[config.mk]
export PLATFORM = sky130hd
export DESIGN_NAME = umlc_top
export DESIGN_NICKNAME = d
export VERILOG_FILES = /design/src/hw/umlc_pkg.sv /design/src/hw/umlc_tx_ser.sv /design/src/hw/umlc_top.sv
export SDC_FILE = /design/constraint.sdc
export NUM_CORES = 1
export LEC_CHECK = 0
export BUFFER_PORTS_ARGS = -buffer_cell sky130_fd_sc_hd__clkbuf_2
export CAP_MARGIN = 5
export CORE_AREA = 2 2 104 106
export CTS_CLUSTER_SIZE = 20
export DETAILED_ROUTE_END_ITERATION = 10
export DIE_AREA = 0 0 106 108
export GPL_TIMING_DRIVEN = 0
export PLACE_DENSITY = 0.72
export SYNTH_ARGS = -nofsm -noshare
export SYNTH_HDL_FRONTEND = slang
export SYNTH_SLANG_ARGS = --single-unit
[constraint.sdc]
create_clock -name CORE_CLK -period 2.3 [get_ports CORE_CLK]
set_input_delay 0.115 -clock CORE_CLK [delete_from_list [all_inputs] [get_ports CORE_CLK]]
set_output_delay 0.115 -clock CORE_CLK [all_outputs]
set_load 0.01 [all_outputs]
[src/hw/umlc_pkg.sv]
// Package for the modem line control block: register map, field layout, timing.
// Assumes a single 200 MHz core clock and a plain strobe register port.
package umlc_pkg;
    localparam int          ADDR_W         = 4;
    localparam int          DATA_W         = 32;
    // Register offsets (byte addresses, one word each).
    localparam logic [3:0]  OFF_CTRL       = 4'h0;
    localparam logic [3:0]  OFF_CFG        = 4'h4;
    localparam logic [3:0]  OFF_STATUS     = 4'h8;
    localparam logic [3:0]  OFF_MUXCH      = 4'hc;
    // Control register fields.
    localparam int          CTRL_DATA_MODE = 0;
    localparam int          CTRL_CARRIER   = 1;
    localparam int          CTRL_MUX_START = 2;
    localparam int          CTRL_MUX_STOP  = 3;
    localparam int          CTRL_PORT_RDY  = 4;
    localparam int          CTRL_MUX_FCON  = 5;
    localparam int          CTRL_OK_CLR    = 6;
    // Configuration register fields.
    localparam int          CFG_BAUD_LSB   = 0;
    localparam int          CFG_FRAME_LSB  = 8;
    localparam int          CFG_FLOW_LSB   = 12;
    localparam int          CFG_DSR_BIT    = 16;
    localparam int          CFG_DTR_BIT    = 17;
    localparam int          CFG_DCD_BIT    = 18;
    localparam int          CFG_PSV_LSB    = 20;
    localparam int          CFG_CTS_OVR    = 24;
    // Reset values of settings, and the RTS power saving value PSV_RTS.
    localparam logic [7:0]  BAUD_AUTO      = 8'h00;
    localparam logic [3:0]  FRAME_AUTO     = 4'h0;
    localparam logic [3:0]  FLOW_HW        = 4'h3;
    localparam logic        DSR_FOLLOW     = 1'b1;
    localparam logic        DTR_ONLINE     = 1'b1;
    localparam logic        DCD_FOLLOW     = 1'b1;
    localparam logic [3:0]  PSV_OFF        = 4'h0;
    localparam logic [3:0]  PSV_RTS        = 4'h2;
    // Mux channel map.
    localparam logic [2:0]  CH_CONTROL     = 3'h0;
    localparam logic [2:0]  CH_GNSS        = 3'h6;
    localparam logic [2:0]  CH_SIM         = 3'h7;
    // Pin levels: ON is low, OFF is high.
    localparam logic        LVL_ON         = 1'b0;
    localparam logic        LVL_OFF        = 1'b1;
    // Pins float for this long at switch-on before their reset level.
    localparam int          TRI_NS         = 100;
    localparam int          CLK_NS         = 5;
    localparam int          TRI_CYC        = (TRI_NS + CLK_NS - 1) / CLK_NS;
endpackage : umlc_pkg

[src/hw/umlc_tx_ser.sv]
// Serializer for the data output line, 8N1 with a programmable bit time.
// Assumes the caller holds the byte stable while busy is high.
`timescale 1ns/1ps
module umlc_tx_ser #(
    parameter int BIT_CYC = 1736
) (
    input  wire logic       clk,
    input  wire logic       rst_n,
    input  wire logic       start,
    input  wire logic [7:0] data,
    input  wire logic       enable,
    output logic            line,
    output logic            busy,
    output logic            char_done
);
    initial begin
        if (BIT_CYC < 2) $error("BIT_CYC too small");
    end

    typedef struct packed {
        logic [9:0]  shift;
        logic [3:0]  nbit;
        logic [15:0] cnt;
        logic        busy;
        logic        line;
        logic        done;
    } umlc_ser_t;

    umlc_ser_t s_reg;
    umlc_ser_t s_next;

    always_comb begin
        s_next      = s_reg;
        s_next.done = 1'b0;
        if (!s_reg.busy) begin
            s_next.line = umlc_pkg::LVL_OFF;
            if (start && enable) begin
                s_next.busy  = 1'b1;
                s_next.shift = {1'b1, data, 1'b0};
                s_next.nbit  = 4'h0;
                s_next.cnt   = 16'h0000;
                s_next.line  = 1'b0;
            end
        end else if (s_reg.cnt == 16'(BIT_CYC - 1)) begin
            s_next.cnt = 16'h0000;
            if (s_reg.nbit == 4'h9) begin
                s_next.busy = 1'b0;
                s_next.done = 1'b1;
                s_next.line = umlc_pkg::LVL_OFF;
            end else begin
                s_next.nbit  = s_reg.nbit + 4'h1;
                s_next.shift = {1'b1, s_reg.shift[9:1]};
                s_next.line  = s_reg.shift[1];
            end
        end else begin
            s_next.cnt = s_reg.cnt + 16'h0001;
        end
    end

    always_ff @(posedge clk or negedge rst_n) begin
        if (!rst_n) begin
            s_reg <= '{shift: 10'h3ff, nbit: 4'h0, cnt: 16'h0000, busy: 1'b0,
                       line: 1'b1, done: 1'b0};
        end else begin
            s_reg <= s_next;
        end
    end

    assign line      = s_reg.line;
    assign busy      = s_reg.busy;
    assign char_done = s_reg.done;
endmodule : umlc_tx_ser

[src/hw/umlc_top.sv]
// Modem-side line control of a V.24 serial port: handshake lines, mode and mux state.
// Assumes the DTE pins are synchronous to CORE_CLK; software sits on the register port.
`timescale 1ns/1ps

module umlc_top #(
    parameter int BIT_CYC   = 1736,
    parameter bit ONE_SHOT  = 1'b0,
    parameter bit EARLY_VER = 1'b0,
    parameter bit HAS_SIM   = 1'b1
) (
    input  wire logic        CORE_CLK,
    input  wire logic        RESET_N,
    input  wire logic [3:0]  ADDR,
    input  wire logic [31:0] WDATA,
    input  wire logic        WR,
    input  wire logic        RD,
    output logic      [31:0] RDATA,
    input  wire logic        TXD_IN,
    output logic             TXD_PULLUP,
    output logic             RXD_OUT,
    output logic             RXD_OE_N,
    output logic             CTS_OUT,
    output logic             CTS_OE_N,
    output logic             DSR_OUT,
    output logic             DSR_OE_N,
    output logic             DCD_OUT,
    output logic             DCD_OE_N,
    input  wire logic        RTS_IN,
    input  wire logic        DTR_IN,
    input  wire logic        TX_VALID,
    input  wire logic [7:0]  TX_DATA,
    output logic             TX_READY,
    input  wire logic        RX_CHAR,
    output logic             RX_TO_CMD,
    output logic             RX_DISCARD,
    input  wire logic [2:0]  MUX_CH,
    output logic      [2:0]  MUX_CH_KIND,
    output logic             MUX_FC_ON,
    output logic             ACTIVE_MODE
);
    initial begin
        if (BIT_CYC < 2 || BIT_CYC > 65535) $error("BIT_CYC out of range");
    end

    typedef enum {ST_FLOAT, ST_RESETLVL, ST_RUN} umlc_phase_t;
    typedef enum logic [1:0] {MD_CMD, MD_DATA, MD_ONLINE_CMD} umlc_mode_t;

    typedef struct packed {
        umlc_phase_t phase;
        logic [7:0]  tri_cnt;
        umlc_mode_t  mode;
        logic        carrier;
        logic        mux_on;
        logic        mux_fcon;
        logic        port_rdy;
        logic [7:0]  baud;
        logic [3:0]  frame;
        logic [3:0]  flow;
        logic        dsr_cfg;
        logic        dtr_cfg;
        logic        dcd_cfg;
        logic [3:0]  psv;
        logic        cts_ovr;
        logic        auto_done;
        logic        ok_flag;
        logic        dtr_prev;
        logic        rts_prev;
        logic        asleep;
        logic        rts_stop;
        logic [1:0]  chars_after;
        logic [31:0] rdata;
    } umlc_state_t;

    umlc_state_t s_reg;
    umlc_state_t s_next;

    logic tx_start;
    logic tx_line;
    logic tx_busy;
    logic tx_done;
    logic hw_flow;
    logic cts_lvl;
    logic running;
    logic ok_set;

    ////////////////////////////////////////////////////////////////////////////////////
    function automatic logic [2:0] ch_kind(input logic [2:0] ch, input logic sim_ok);
        logic [2:0] k;
        k = 3'h1;
        if (ch == umlc_pkg::CH_CONTROL) k = 3'h0;
        else if (ch == umlc_pkg::CH_GNSS) k = 3'h2;
        else if (ch == umlc_pkg::CH_SIM) k = sim_ok ? 3'h3 : 3'h7;
        return k;
    endfunction : ch_kind

    assign running = (s_reg.phase == ST_RUN);
    assign hw_flow = (s_reg.flow == umlc_pkg::FLOW_HW);

    // The transmitter stops between characters, so RTS OFF costs at most one
    // character: the one in flight or one started in the same cycle.
    assign tx_start = running && TX_VALID && !s_reg.rts_stop;
    assign TX_READY = tx_start && !tx_busy;

    umlc_tx_ser #(
        .BIT_CYC (BIT_CYC)
    ) u_ser (
        .clk       (CORE_CLK),
        .rst_n     (RESET_N),
        .start     (tx_start),
        .data      (TX_DATA),
        .enable    (running),
        .line      (tx_line),
        .busy      (tx_busy),
        .char_done (tx_done)
    );

    ////////////////////////////////////////////////////////////////////////////////////
    always_comb begin
        s_next         = s_reg;
        ok_set         = 1'b0;
        s_next.rdata   = 32'h0000_0000;
        s_next.dtr_prev = DTR_IN;
        s_next.rts_prev = RTS_IN;
        case (s_reg.phase)
            ST_FLOAT: begin
                if (s_reg.tri_cnt == 8'(umlc_pkg::TRI_CYC - 1)) s_next.phase = ST_RESETLVL;
                else s_next.tri_cnt = s_reg.tri_cnt + 8'h01;
            end
            ST_RESETLVL: s_next.phase = ST_RUN;
            ST_RUN: begin
                // DTR going from ON to OFF (pin low to high) ends data mode.
                if (s_reg.dtr_cfg && s_reg.dtr_prev == umlc_pkg::LVL_ON
                    && DTR_IN == umlc_pkg::LVL_OFF && s_reg.mode == MD_DATA) begin
                    s_next.mode    = MD_ONLINE_CMD;
                    s_next.ok_flag = 1'b1;
                    ok_set         = 1'b1;
                end
                // One-shot auto detection locks after the first character.
                if (RX_CHAR && ONE_SHOT) s_next.auto_done = 1'b1;
                // RTS driven power saving without hardware flow.
                if (!hw_flow && s_reg.psv == umlc_pkg::PSV_RTS) begin
                    if (RTS_IN == umlc_pkg::LVL_OFF) s_next.asleep = 1'b1;
                    else s_next.asleep = 1'b0;
                    if (RX_CHAR && s_reg.asleep) s_next.asleep = 1'b0;
                end else begin
                    s_next.asleep = 1'b0;
                end
                // RTS flow stop towards the DTE.
                if (hw_flow && RTS_IN == umlc_pkg::LVL_OFF) begin
                    if (s_reg.rts_prev == umlc_pkg::LVL_ON) s_next.chars_after = 2'h0;
                    else if (tx_done && s_reg.chars_after != 2'h2)
                        s_next.chars_after = s_reg.chars_after + 2'h1;
                    s_next.rts_stop = 1'b1;
                end else begin
                    s_next.rts_stop = 1'b0;
                end
            end
            default: s_next.phase = ST_FLOAT;
        endcase

        if (WR) begin
            case (ADDR)
                umlc_pkg::OFF_CTRL: begin
                    if (WDATA[umlc_pkg::CTRL_DATA_MODE]) s_next.mode = MD_DATA;
                    else if (s_reg.mode == MD_DATA) s_next.mode = MD_CMD;
                    s_next.carrier  = WDATA[umlc_pkg::CTRL_CARRIER];
                    s_next.port_rdy = WDATA[umlc_pkg::CTRL_PORT_RDY];
                    s_next.mux_fcon = WDATA[umlc_pkg::CTRL_MUX_FCON];
                    if (WDATA[umlc_pkg::CTRL_MUX_START]) s_next.mux_on = 1'b1;
                    if (WDATA[umlc_pkg::CTRL_MUX_STOP]) s_next.mux_on = 1'b0;
                    // A new OK event in the same cycle wins over the clear.
                    if (WDATA[umlc_pkg::CTRL_OK_CLR] && !ok_set)
                        s_next.ok_flag = 1'b0;
                end
                umlc_pkg::OFF_CFG: begin
                    s_next.baud    = WDATA[umlc_pkg::CFG_BAUD_LSB +: 8];
                    s_next.frame   = WDATA[umlc_pkg::CFG_FRAME_LSB +: 4];
                    s_next.flow    = WDATA[umlc_pkg::CFG_FLOW_LSB +: 4];
                    s_next.dsr_cfg = WDATA[umlc_pkg::CFG_DSR_BIT];
                    s_next.dtr_cfg = WDATA[umlc_pkg::CFG_DTR_BIT];
                    s_next.dcd_cfg = WDATA[umlc_pkg::CFG_DCD_BIT];
                    s_next.psv     = WDATA[umlc_pkg::CFG_PSV_LSB +: 4];
                    s_next.cts_ovr = WDATA[umlc_pkg::CFG_CTS_OVR];
                end
                default: begin
                end
            endcase
        end

        if (RD) begin
            case (ADDR)
                umlc_pkg::OFF_CTRL: begin
                    s_next.rdata[1:0] = s_reg.mode;
                    s_next.rdata[umlc_pkg::CTRL_CARRIER]  = s_reg.carrier;
                    s_next.rdata[umlc_pkg::CTRL_MUX_START] = s_reg.mux_on;
                    s_next.rdata[umlc_pkg::CTRL_PORT_RDY] = s_reg.port_rdy;
                    s_next.rdata[umlc_pkg::CTRL_MUX_FCON] = s_reg.mux_fcon;
                    s_next.rdata[umlc_pkg::CTRL_OK_CLR]   = s_reg.ok_flag;
                end
                umlc_pkg::OFF_CFG: begin
                    s_next.rdata[umlc_pkg::CFG_BAUD_LSB +: 8]  = s_reg.baud;
                    s_next.rdata[umlc_pkg::CFG_FRAME_LSB +: 4] = s_reg.frame;
                    s_next.rdata[umlc_pkg::CFG_FLOW_LSB +: 4]  = s_reg.flow;
                    s_next.rdata[umlc_pkg::CFG_DSR_BIT]        = s_reg.dsr_cfg;
                    s_next.rdata[umlc_pkg::CFG_DTR_BIT]        = s_reg.dtr_cfg;
                    s_next.rdata[umlc_pkg::CFG_DCD_BIT]        = s_reg.dcd_cfg;
                    s_next.rdata[umlc_pkg::CFG_PSV_LSB +: 4]   = s_reg.psv;
                    s_next.rdata[umlc_pkg::CFG_CTS_OVR]        = s_reg.cts_ovr;
                end
                umlc_pkg::OFF_STATUS: begin
                    s_next.rdata[0] = running;
                    s_next.rdata[1] = s_reg.asleep;
                    s_next.rdata[2] = s_reg.rts_stop;
                    s_next.rdata[3] = s_reg.auto_done;
                    s_next.rdata[4] = tx_busy;
                    s_next.rdata[6:5] = s_reg.chars_after;
                    s_next.rdata[7] = cts_lvl;
                end
                umlc_pkg::OFF_MUXCH: s_next.rdata[2:0] = ch_kind(MUX_CH, HAS_SIM);
                default: s_next.rdata = 32'h0000_0000;
            endcase
        end
    end

    always_ff @(posedge CORE_CLK or negedge RESET_N) begin
        if (!RESET_N) begin
            s_reg <= '{phase: ST_FLOAT, tri_cnt: 8'h00, mode: MD_CMD,
                       carrier: 1'b0, mux_on: 1'b0, mux_fcon: 1'b1,
                       port_rdy: 1'b1,
                       baud: umlc_pkg::BAUD_AUTO,
                       frame: umlc_pkg::FRAME_AUTO,
                       flow: umlc_pkg::FLOW_HW,
                       dsr_cfg: umlc_pkg::DSR_FOLLOW, dtr_cfg: umlc_pkg::DTR_ONLINE,
                       dcd_cfg: umlc_pkg::DCD_FOLLOW, psv: umlc_pkg::PSV_OFF,
                       cts_ovr: umlc_pkg::LVL_ON, auto_done: 1'b0, ok_flag: 1'b0,
                       dtr_prev: 1'b1, rts_prev: 1'b1, asleep: 1'b0, rts_stop: 1'b0,
                       chars_after: 2'h0, rdata: 32'h0000_0000};
        end else begin
            s_reg <= s_next;
        end
    end

    ////////////////////////////////////////////////////////////////////////////////////
    // CTS OFF says the port is not taking data; with PSV_RTS and no hardware flow it also marks that active mode has been left.
    always_comb begin
        cts_lvl = umlc_pkg::LVL_ON;
        if (s_reg.mux_on) cts_lvl = s_reg.asleep ? umlc_pkg::LVL_OFF : umlc_pkg::LVL_ON;
        else if (hw_flow) cts_lvl = s_reg.port_rdy ? umlc_pkg::LVL_ON : umlc_pkg::LVL_OFF;
        else if (s_reg.psv == umlc_pkg::PSV_RTS)
            cts_lvl = s_reg.asleep ? umlc_pkg::LVL_OFF : umlc_pkg::LVL_ON;
        else if (!EARLY_VER) cts_lvl = s_reg.cts_ovr;
    end

    assign RDATA       = s_reg.rdata;
    assign RXD_OUT     = running ? tx_line : umlc_pkg::LVL_OFF;
    assign CTS_OUT     = running ? cts_lvl : umlc_pkg::LVL_ON;
    assign DSR_OUT     = (s_reg.dsr_cfg && s_reg.mode != MD_DATA) ? umlc_pkg::LVL_OFF
                                                                   : umlc_pkg::LVL_ON;
    assign DCD_OUT     = (s_reg.dcd_cfg && !s_reg.carrier) ? umlc_pkg::LVL_OFF
                                                            : umlc_pkg::LVL_ON;
    assign RXD_OE_N    = (s_reg.phase == ST_FLOAT);
    assign CTS_OE_N    = (s_reg.phase == ST_FLOAT);
    assign DSR_OE_N    = (s_reg.phase == ST_FLOAT);
    assign DCD_OE_N    = (s_reg.phase == ST_FLOAT);
    assign TXD_PULLUP  = 1'b1;
    assign RX_TO_CMD   = running && RX_CHAR && s_reg.mode != MD_DATA && !s_reg.asleep;
    assign RX_DISCARD  = running && RX_CHAR && s_reg.asleep;
    assign MUX_CH_KIND = s_reg.mux_on ? ch_kind(MUX_CH, HAS_SIM) : 3'h0;
    assign MUX_FC_ON   = s_reg.mux_on && s_reg.mux_fcon && s_reg.port_rdy;
    assign ACTIVE_MODE = running && !s_reg.asleep;
endmodule : umlc_top

==> summary.md, run 1 <==
| Metric | Value |
|---|---|
| Outcome | completed |
| Placed cells | around 680 |
| Clock latency on the worst-skew pair | around 360 ps |
| Routability cong. | approximately 0.89 |
| Hold_ws | ~17 ps |
| Initial Util | 0.490 |
| Area Overhead vs Synth | 21.4% |
| Post-synth EDFFs | 0 |
| Port bufs | between 80 and 90 |
| Via count | 3,821 |
| Worst hold path type | in2reg |
| Ant diodes | 0 |
| Top Usage Layer GRT | met2 |
| CP Capture Type | output pin |
| Fin crit period | ~2100 ps |
| DRT antenna net count | 0 |
| Die area | around 0.011 mm² |
| Post-Syn Area | between 0.005 and 0.006 mm² |
| Area post-placement | 0.00567 mm² |
| # DRC | 0 |
| Crit path max fanout | 3 |
| DRT iter0 DRCs | roughly 230 |
| Final Total Pwr | between 3000 and 4000 µW |
| Root Buffer | clkbuf_8 |
| Top_reg_cell synth | dfrtp_1 |
| WL final | around 11 mm |
| Largest net degree at the start of global routing | between 60 and 70 |
| Cell Count, Final, Fillers Out | roughly 700 |
| Fill cell count | between 800 and 900 |
| Post-synth cell types | 58 |
| Largest cells by area after synthesis | dfrtp_1 42%, dfstp_2 10%, mux2_2 7.0% |
| Drt first pass iters | 5 |
| H-tree levels | 3 |
| Worst Skew | approximately 11 ps |
| Clk sinks | ~100 |
| CTS tree | done |
| Top cells by count, synth | 84 x dfrtp_1, 37 x buf_4, 31 x mux2_2 |
| Crit Path Category | reg2out |
| First-pass GRT wire length | 18.0 mm |
| Critical path's top delay family | simple AND/OR/NAND/NOR gates |
| CP cell instances | nor4b_2 > nor4b_1 > a211oi_1 > nor2_1 > clkbuf_2 |
| Power density over the cells | between 600 and 700 mW/mm² |
| Number of global-route vias before repair | between 3k and 4k |
| Setup Viol. Count Final | 0 |
| Post-Synthesis Cells | ~450 |
| Max incr delay on CP | 440 ps |
| Synth top area share | 0.419 |
| Syn Area/Cell | around 11 µm² |
| Slew Limit Fails | 0 |
| Row count | 37 |
| Fmax | 472 MHz |
| Final period utilization | 0.922 |
| Rel. slew slack | 0.553 |
| Nets | 641 |
| Clk slew on worst S/H paths | roughly 100 ps |
| YS warnings | 0 |
| Grt met1 use | 0.263 |
| VDD IR max | roughly 0.00033 V |
| Number of CTS-inserted buffers | 9 |
| Setup TNS | 0 ps |
| Vias per cell | around 5.3 |
| Hold Fails Final Rpt | 0 |
| Grt met3 use | 0.0319 |
| Die Height | between 100 and 150 µm |
| Total GRT Usage | 0.199 |
| Design area | just over 0.006 mm² |
| Core area | approximately 0.010 mm² |
| Worst slew pin tran | between 600 and 700 ps |
| Max-Cap Viols | 0 |
| LEAKAGE | roughly 0.0029 µW |
| Seq/Total Area, Yosys | 0.519 |
| CP bufs+invs | 1 |
| Initial antenna violation count | 0 |
| Routed len/inst | 15.1 µm |
| Critical path's slowest cell | nor4b_2 |
| Synth area leader | dfrtp_1 |
| Top-count cell post-synth | dfrtp_1 |
| Worst EP arrival | ~2000 ps |
| Bufs on Longest Clock Path | 2 |
| Number of synthesized register bits | a little over 100 |
| Ys async rst share | 1.00 |
| Max reg flops | 47 |
| Gr ovfl total | 0 |
| Worst EP required | ~2200 ps |
| Ratio of cells with drive above 1 in the final layout | 0.344 |
| Hpwl dp | roughly 7.8 mm |
| Die W | roughly 110 µm |
| Setup crit start kind | flip-flop |
| Num ports | 105 |
| RSZ-0062 raised after global routing | false |
| Met2 GRT Util | 0.335 |
through the flow:
stage	setup WS, ps	util
5_1_grt	73.3	0.595
4_1_cts	81.4	0.595
2_1_floorplan	586	-
6_report	180	0.595
3_5_place_dp	311	0.554
3_3_place_gp	-185	0.551
routing by layer:
layer / part of all wire / up-vias
met5: 0 / -
met2: 0.48 / 131
met4: 0.016 / 0
met3: 0.051 / 17
li1: - / 1836
met1: 0.45 / 1837
layout by cell type, fill, tap and decap left out, drive strengths merged, types with 2 or more instances in the layout:
| master | count |
|---|---|
| clkbuf | 112 |
| dfrtp | 84 |
| buf | 44 |
| mux2 | 31 |
| and2 | 29 |
| nand2 | 26 |
| nor2 | 21 |
| dlygate4sd3 | 21 |
| a31oi | 20 |
| dfstp | 19 |
| nand3 | 18 |
| and3 | 14 |
| nor2b | 13 |
| nand4 | 11 |
| conb | 10 |
| a221o | 8 |
| o21ai | 8 |
| a21oi | 7 |
| a211oi | 6 |
| xnor2 | 6 |
| inv | 6 |
| mux2i | 5 |
| a41oi | 5 |
| ha | 5 |
| nor4 | 5 |
| nand2b | 4 |
| nor3 | 4 |
| xor2 | 3 |
| o211ai | 3 |
| nand3b | 3 |
| nor4b | 3 |
| and3b | 2 |
| and4 | 2 |
| and4bb | 2 |
| nand4b | 2 |
| or2 | 2 |
| a211o | 2 |
| a21o | 2 |
layout make-up:
type                    instances  area, µm²  share of cell area
clock buffers                  10        128              0.0210
clock inverters                 6       75.1              0.0123
multi-input cells             296       2060               0.338
repair buffers                107        666               0.109
well taps                     136        170              0.0279
plain buffers                  60        383              0.0629
inverters                       3       11.3             0.00185
flip-flops and latches        103       2600               0.427
path summary, 6_finish.rpt:
kind	slack, ps	cells past startpoint	start	to
setup / recovery	180	5	s_reg[44]$_DFFE_PN0P_	CTS_OUT
hold / removal	20	2	WDATA[2]	s_reg[58]$_DFFE_PN0P_
setup reg to reg	260	6	u_ser.s_reg[3]$_DFFE_PN0P_	u_ser.s_reg[11]$_DFFE_PN0P_
hold reg to reg	490	1	s_reg[77]$_DFFE_PN0P_	s_reg[77]$_DFFE_PN0P_
max in group asynchronous	1260	3	RESET_N	s_reg[47]$_DFFE_PN1P_
min in group asynchronous	280	2	RESET_N	RDATA[22]$_DFF_PN0_
power breakdown:
| group | switching (µW) | leakage [µW] | internal [µW] |
|---|---|---|---|
| Clock | 650 | 0.0000994 | 522 |
| Sequential | 110 | 0.00125 | 2000 |
| Combinational | 234 | 0.00158 | 278 |
timing repair:
item	CTS	global route
hold endpoints to repair	51	0
endpoints found under the setup margin	0	1
hold buffers	21	0
resized for setup	0	1
setup buffers	0	0
cells by family (layout without fill, tap and decap cells):
family,count (synthesis),in the layout,share of synthesized area
compound gates,70,70,0.0995
xor+xnor,9,9,0.0157
fa+ha+maj,5,5,0.0125
buf+inv,63,186,0.0786
flops,103,103,0.519
mux,36,36,0.0796
other cells,2,10,0.00150
simple gates,166,166,0.194
No activity file was read; power rests on OpenSTA's default activity.
==> run 2, diff against run 1 <==
==> constraint.sdc (replaced) <==
create_clock -name CORE_CLK -period 2.64 [get_ports CORE_CLK]
set_input_delay 0.132 -clock CORE_CLK [delete_from_list [all_inputs] [get_ports CORE_CLK]]
set_output_delay 0.132 -clock CORE_CLK [all_outputs]
set_load 0.01 [all_outputs]
==> run 2 against run 1 <==
Design area decreased by 0.92%; routed wire length decreased by 1.2%; total power decreased by 13%; sequential share of layout area increased by 0.40 points; non-clock buffer count decreased by 5; via count decreased by 0.39%; setup slack improved by 140 ps; register-to-register slack improved by 340 ps; critical path depth unchanged; global-route usage decreased by 0.16 points; hold slack improved by 3.2 ps; combinational power decreased by 14%; critical path type unchanged; largest power group unchanged.
==> summary.md, run 2 (synthesis results as in run 1) <==
| Metric | Value |
|---|---|
| # DRC | 0 (unchanged) |
| Fmax | between 400 and 500 MHz |
| WL final | 10.7 mm (-1.2%) |
| Max incr delay on CP | 610 ps (+170 ps) |
| Reg2reg setup slack | 600 ps (+340 ps) |
| CP Capture Type | output pin |
| Die W | 106 µm (unchanged) |
| Vias per cell | 5.32 (+0.30%) |
| Setup crit start kind | flip-flop |
| Number of global-route vias before repair | 3,713 (-1.3%) |
| Hold path cells | 2 (unchanged) |
| Total GRT Usage | 0.197 (-0.00157) |
| Clk slew on worst S/H paths | 100 ps (about the same) |
| Worst EP arrival | 2190 ps (+190 ps) |
| Bufs on Longest Clock Path | 2 (unchanged) |
| Final Total Pwr | 3290 µW (-13%) |
| LEAKAGE | 0.00291 µW (-0.76%) |
| Critical path's top delay family | simple AND/OR/NAND/NOR gates |
| CP bufs+invs | 1 (unchanged) |
| Critical path's slowest cell | nor4b_1 |
| CTS tree | done |
| Max reg flops | 47 (unchanged) |
| Root Buffer | clkbuf_8 |
| H-tree levels | 3 (unchanged) |
| Routed len/inst | 15.0 µm (-0.46%) |
| Area Overhead vs Synth | 20.3% |
| RSZ-0062 raised after global routing | false |
| Ant diodes | 0 (unchanged) |
| Routability cong. | 0.890 (unchanged) |
| Placed cells | 684 (unchanged) |
| R2R Path End | u_ser.s_reg[11]$_DFFE_PN0P_ |
| Most used cell, CP | nor4b_1 |
| Cell Count, Final, Fillers Out | 716 (-0.69%) |
| Die area | 0.0114 mm² (unchanged) |
| Number of CTS-inserted buffers | 9 (unchanged) |
| Outcome | completed |
| Max-Cap Viols | 0 (unchanged) |
| Fin crit period | between 2000 and 2500 ps |
| Power density over the cells | 545 mW/mm² (-12%) |
| Initial Util | 0.490 (unchanged) |
| Row count | 37 (unchanged) |
| Core area | 0.0102 mm² (unchanged) |
| VDD IR max | 0.000285 V (-13%) |
| Num ports | 105 (unchanged) |
| Crit Path Category | reg2out |
| Pre-CTS WS | 651 ps (+340 ps) |
| Worst setup margin | 320 ps (+140 ps) |
| Worst hold path type | in2reg |
| Worst r2r src | u_ser.s_reg[3]$_DFFE_PN0P_ |
| Die Height | 108 µm (unchanged) |
| Setup TNS | 0 ps (unchanged) |
| Largest net degree at the start of global routing | 69 (unchanged) |
| Crit path max fanout | 3 (unchanged) |
| Hold Fails Final Rpt | 0 (unchanged) |
| Rel. slew slack | 0.556 (+0.00282) |
| DRT iter0 DRCs | 254 (+8.5%) |
| Worst Hold Path EP | s_reg[65]$_DFFE_PN1P_ |
| R2R cell count | 6 (unchanged) |
| First-pass GRT wire length | 17.8 mm (-0.81%) |
| Worst Skew | 12.8 ps (+2.11 ps) |
| Nets | 636 (-0.78%) |
| CP cell instances | nor4b_1 > nor4b_1 > a211oi_1 > nor2_1 > clkbuf_2 |
| Hpwl dp | 7.75 mm (unchanged) |
| Setup Viol. Count Final | 0 (unchanged) |
| Worst slew pin tran | 660 ps (-4.20 ps) |
| Gr ovfl total | 0 (unchanged) |
| DRT antenna net count | 0 (unchanged) |
| Initial antenna violation count | 0 (unchanged) |
| Final period utilization | 0.879 |
| Clock latency on the worst-skew pair | 360 ps (about the same) |
| Slew Limit Fails | 0 (unchanged) |
| Worst EP required | 2510 ps (+330 ps) |
| Via count | 3,806 (-0.39%) |
| Drt first pass iters | 5 (unchanged) |
| Beginning of the worst hold path | WDATA[5] |
| Clk sinks | 103 (unchanged) |
| Most frequent cells in the layout | 84 x dfrtp_1, 84 x clkbuf_2, 37 x buf_4, 31 x mux2_2, 29 x and2_1 |
| Port bufs | 85 (unchanged) |
| Ratio of cells with drive above 1 in the final layout | 0.345 (+0.00124) |
==> run 2: changes by cell type in the layout (fill, tap and decap cells not counted), sizes merged <==
cell,previous run,this run
dlygate4sd3,21,16
==> run 2: worst max path at each step <==
stage,to,from,cells after the start,slack [ps]
final,CTS_OUT,s_reg[44]$_DFFE_PN0P_,5,320
after global placement,s_reg[52]$_DFFE_PN0P_,RESET_N,1,140
after CTS,CTS_OUT,s_reg[44]$_DFFE_PN0P_,5,400
after detailed placement,u_ser.s_reg[11]$_DFFE_PN0P_,u_ser.s_reg[3]$_DFFE_PN0P_,6,650
after global routing,CTS_OUT,s_reg[44]$_DFFE_PN0P_,5,250
after floorplan,s_reg[71]$_DFFE_PN0P_,s_reg[78]$_DFFE_PN0P_,3,930
==> run 2: per-stage QoR <==
step / hold slack [ps] / utilization / area [µm²]
after global routing: 5.85 / 0.590 / 6030
after floorplan: -164 / - / 5050
after CTS: 3.86 / 0.590 / 6030
after detailed placement: 165 / 0.554 / 5670
after global placement: 234 / 0.551 / 5640
final: 19.9 / 0.590 / 6030
==> run 2: layout make-up <==
| cell class | instances | area, µm² |
|---|---|---|
| fill | 873 | 4200 |
| sequential | 103 | 2600 |
| multi-input combinational | 296 | 2050 |
| timing repair buffer | 102 | 616 |
| buffer | 60 | 383 |
| tap | 136 | 170 |
| clock buffer | 10 | 128 |
| clock inverter | 6 | 75.1 |
| inverter | 3 | 11.3 |
==> run 2: power breakdown <==
part	switching, µW	total, µW	internal, µW
Sequential	94.4	1830	1740
Combinational	202	438	236
Clock	566	1020	455
==> run 2: metal layers <==
layer | track usage | wire length (µm) | vias up
li1 | - | - | 1826
met1 | 0.262 | 4840 | 1840
met2 | 0.330 | 5170 | 119
met3 | 0.0325 | 513 | 21
met4 | 0.0677 | 218 | 0
met5 | 0 | 0 | -
==> run 2: what timing repair did <==
| action | 4_1_cts | 5_1_grt |
|---|---|---|
| gates resized for setup | 0 | 0 |
| buffers inserted | 0 | 0 |
| hold buffers | 16 | 0 |
| hold endpoints to repair | 45 | 0 |
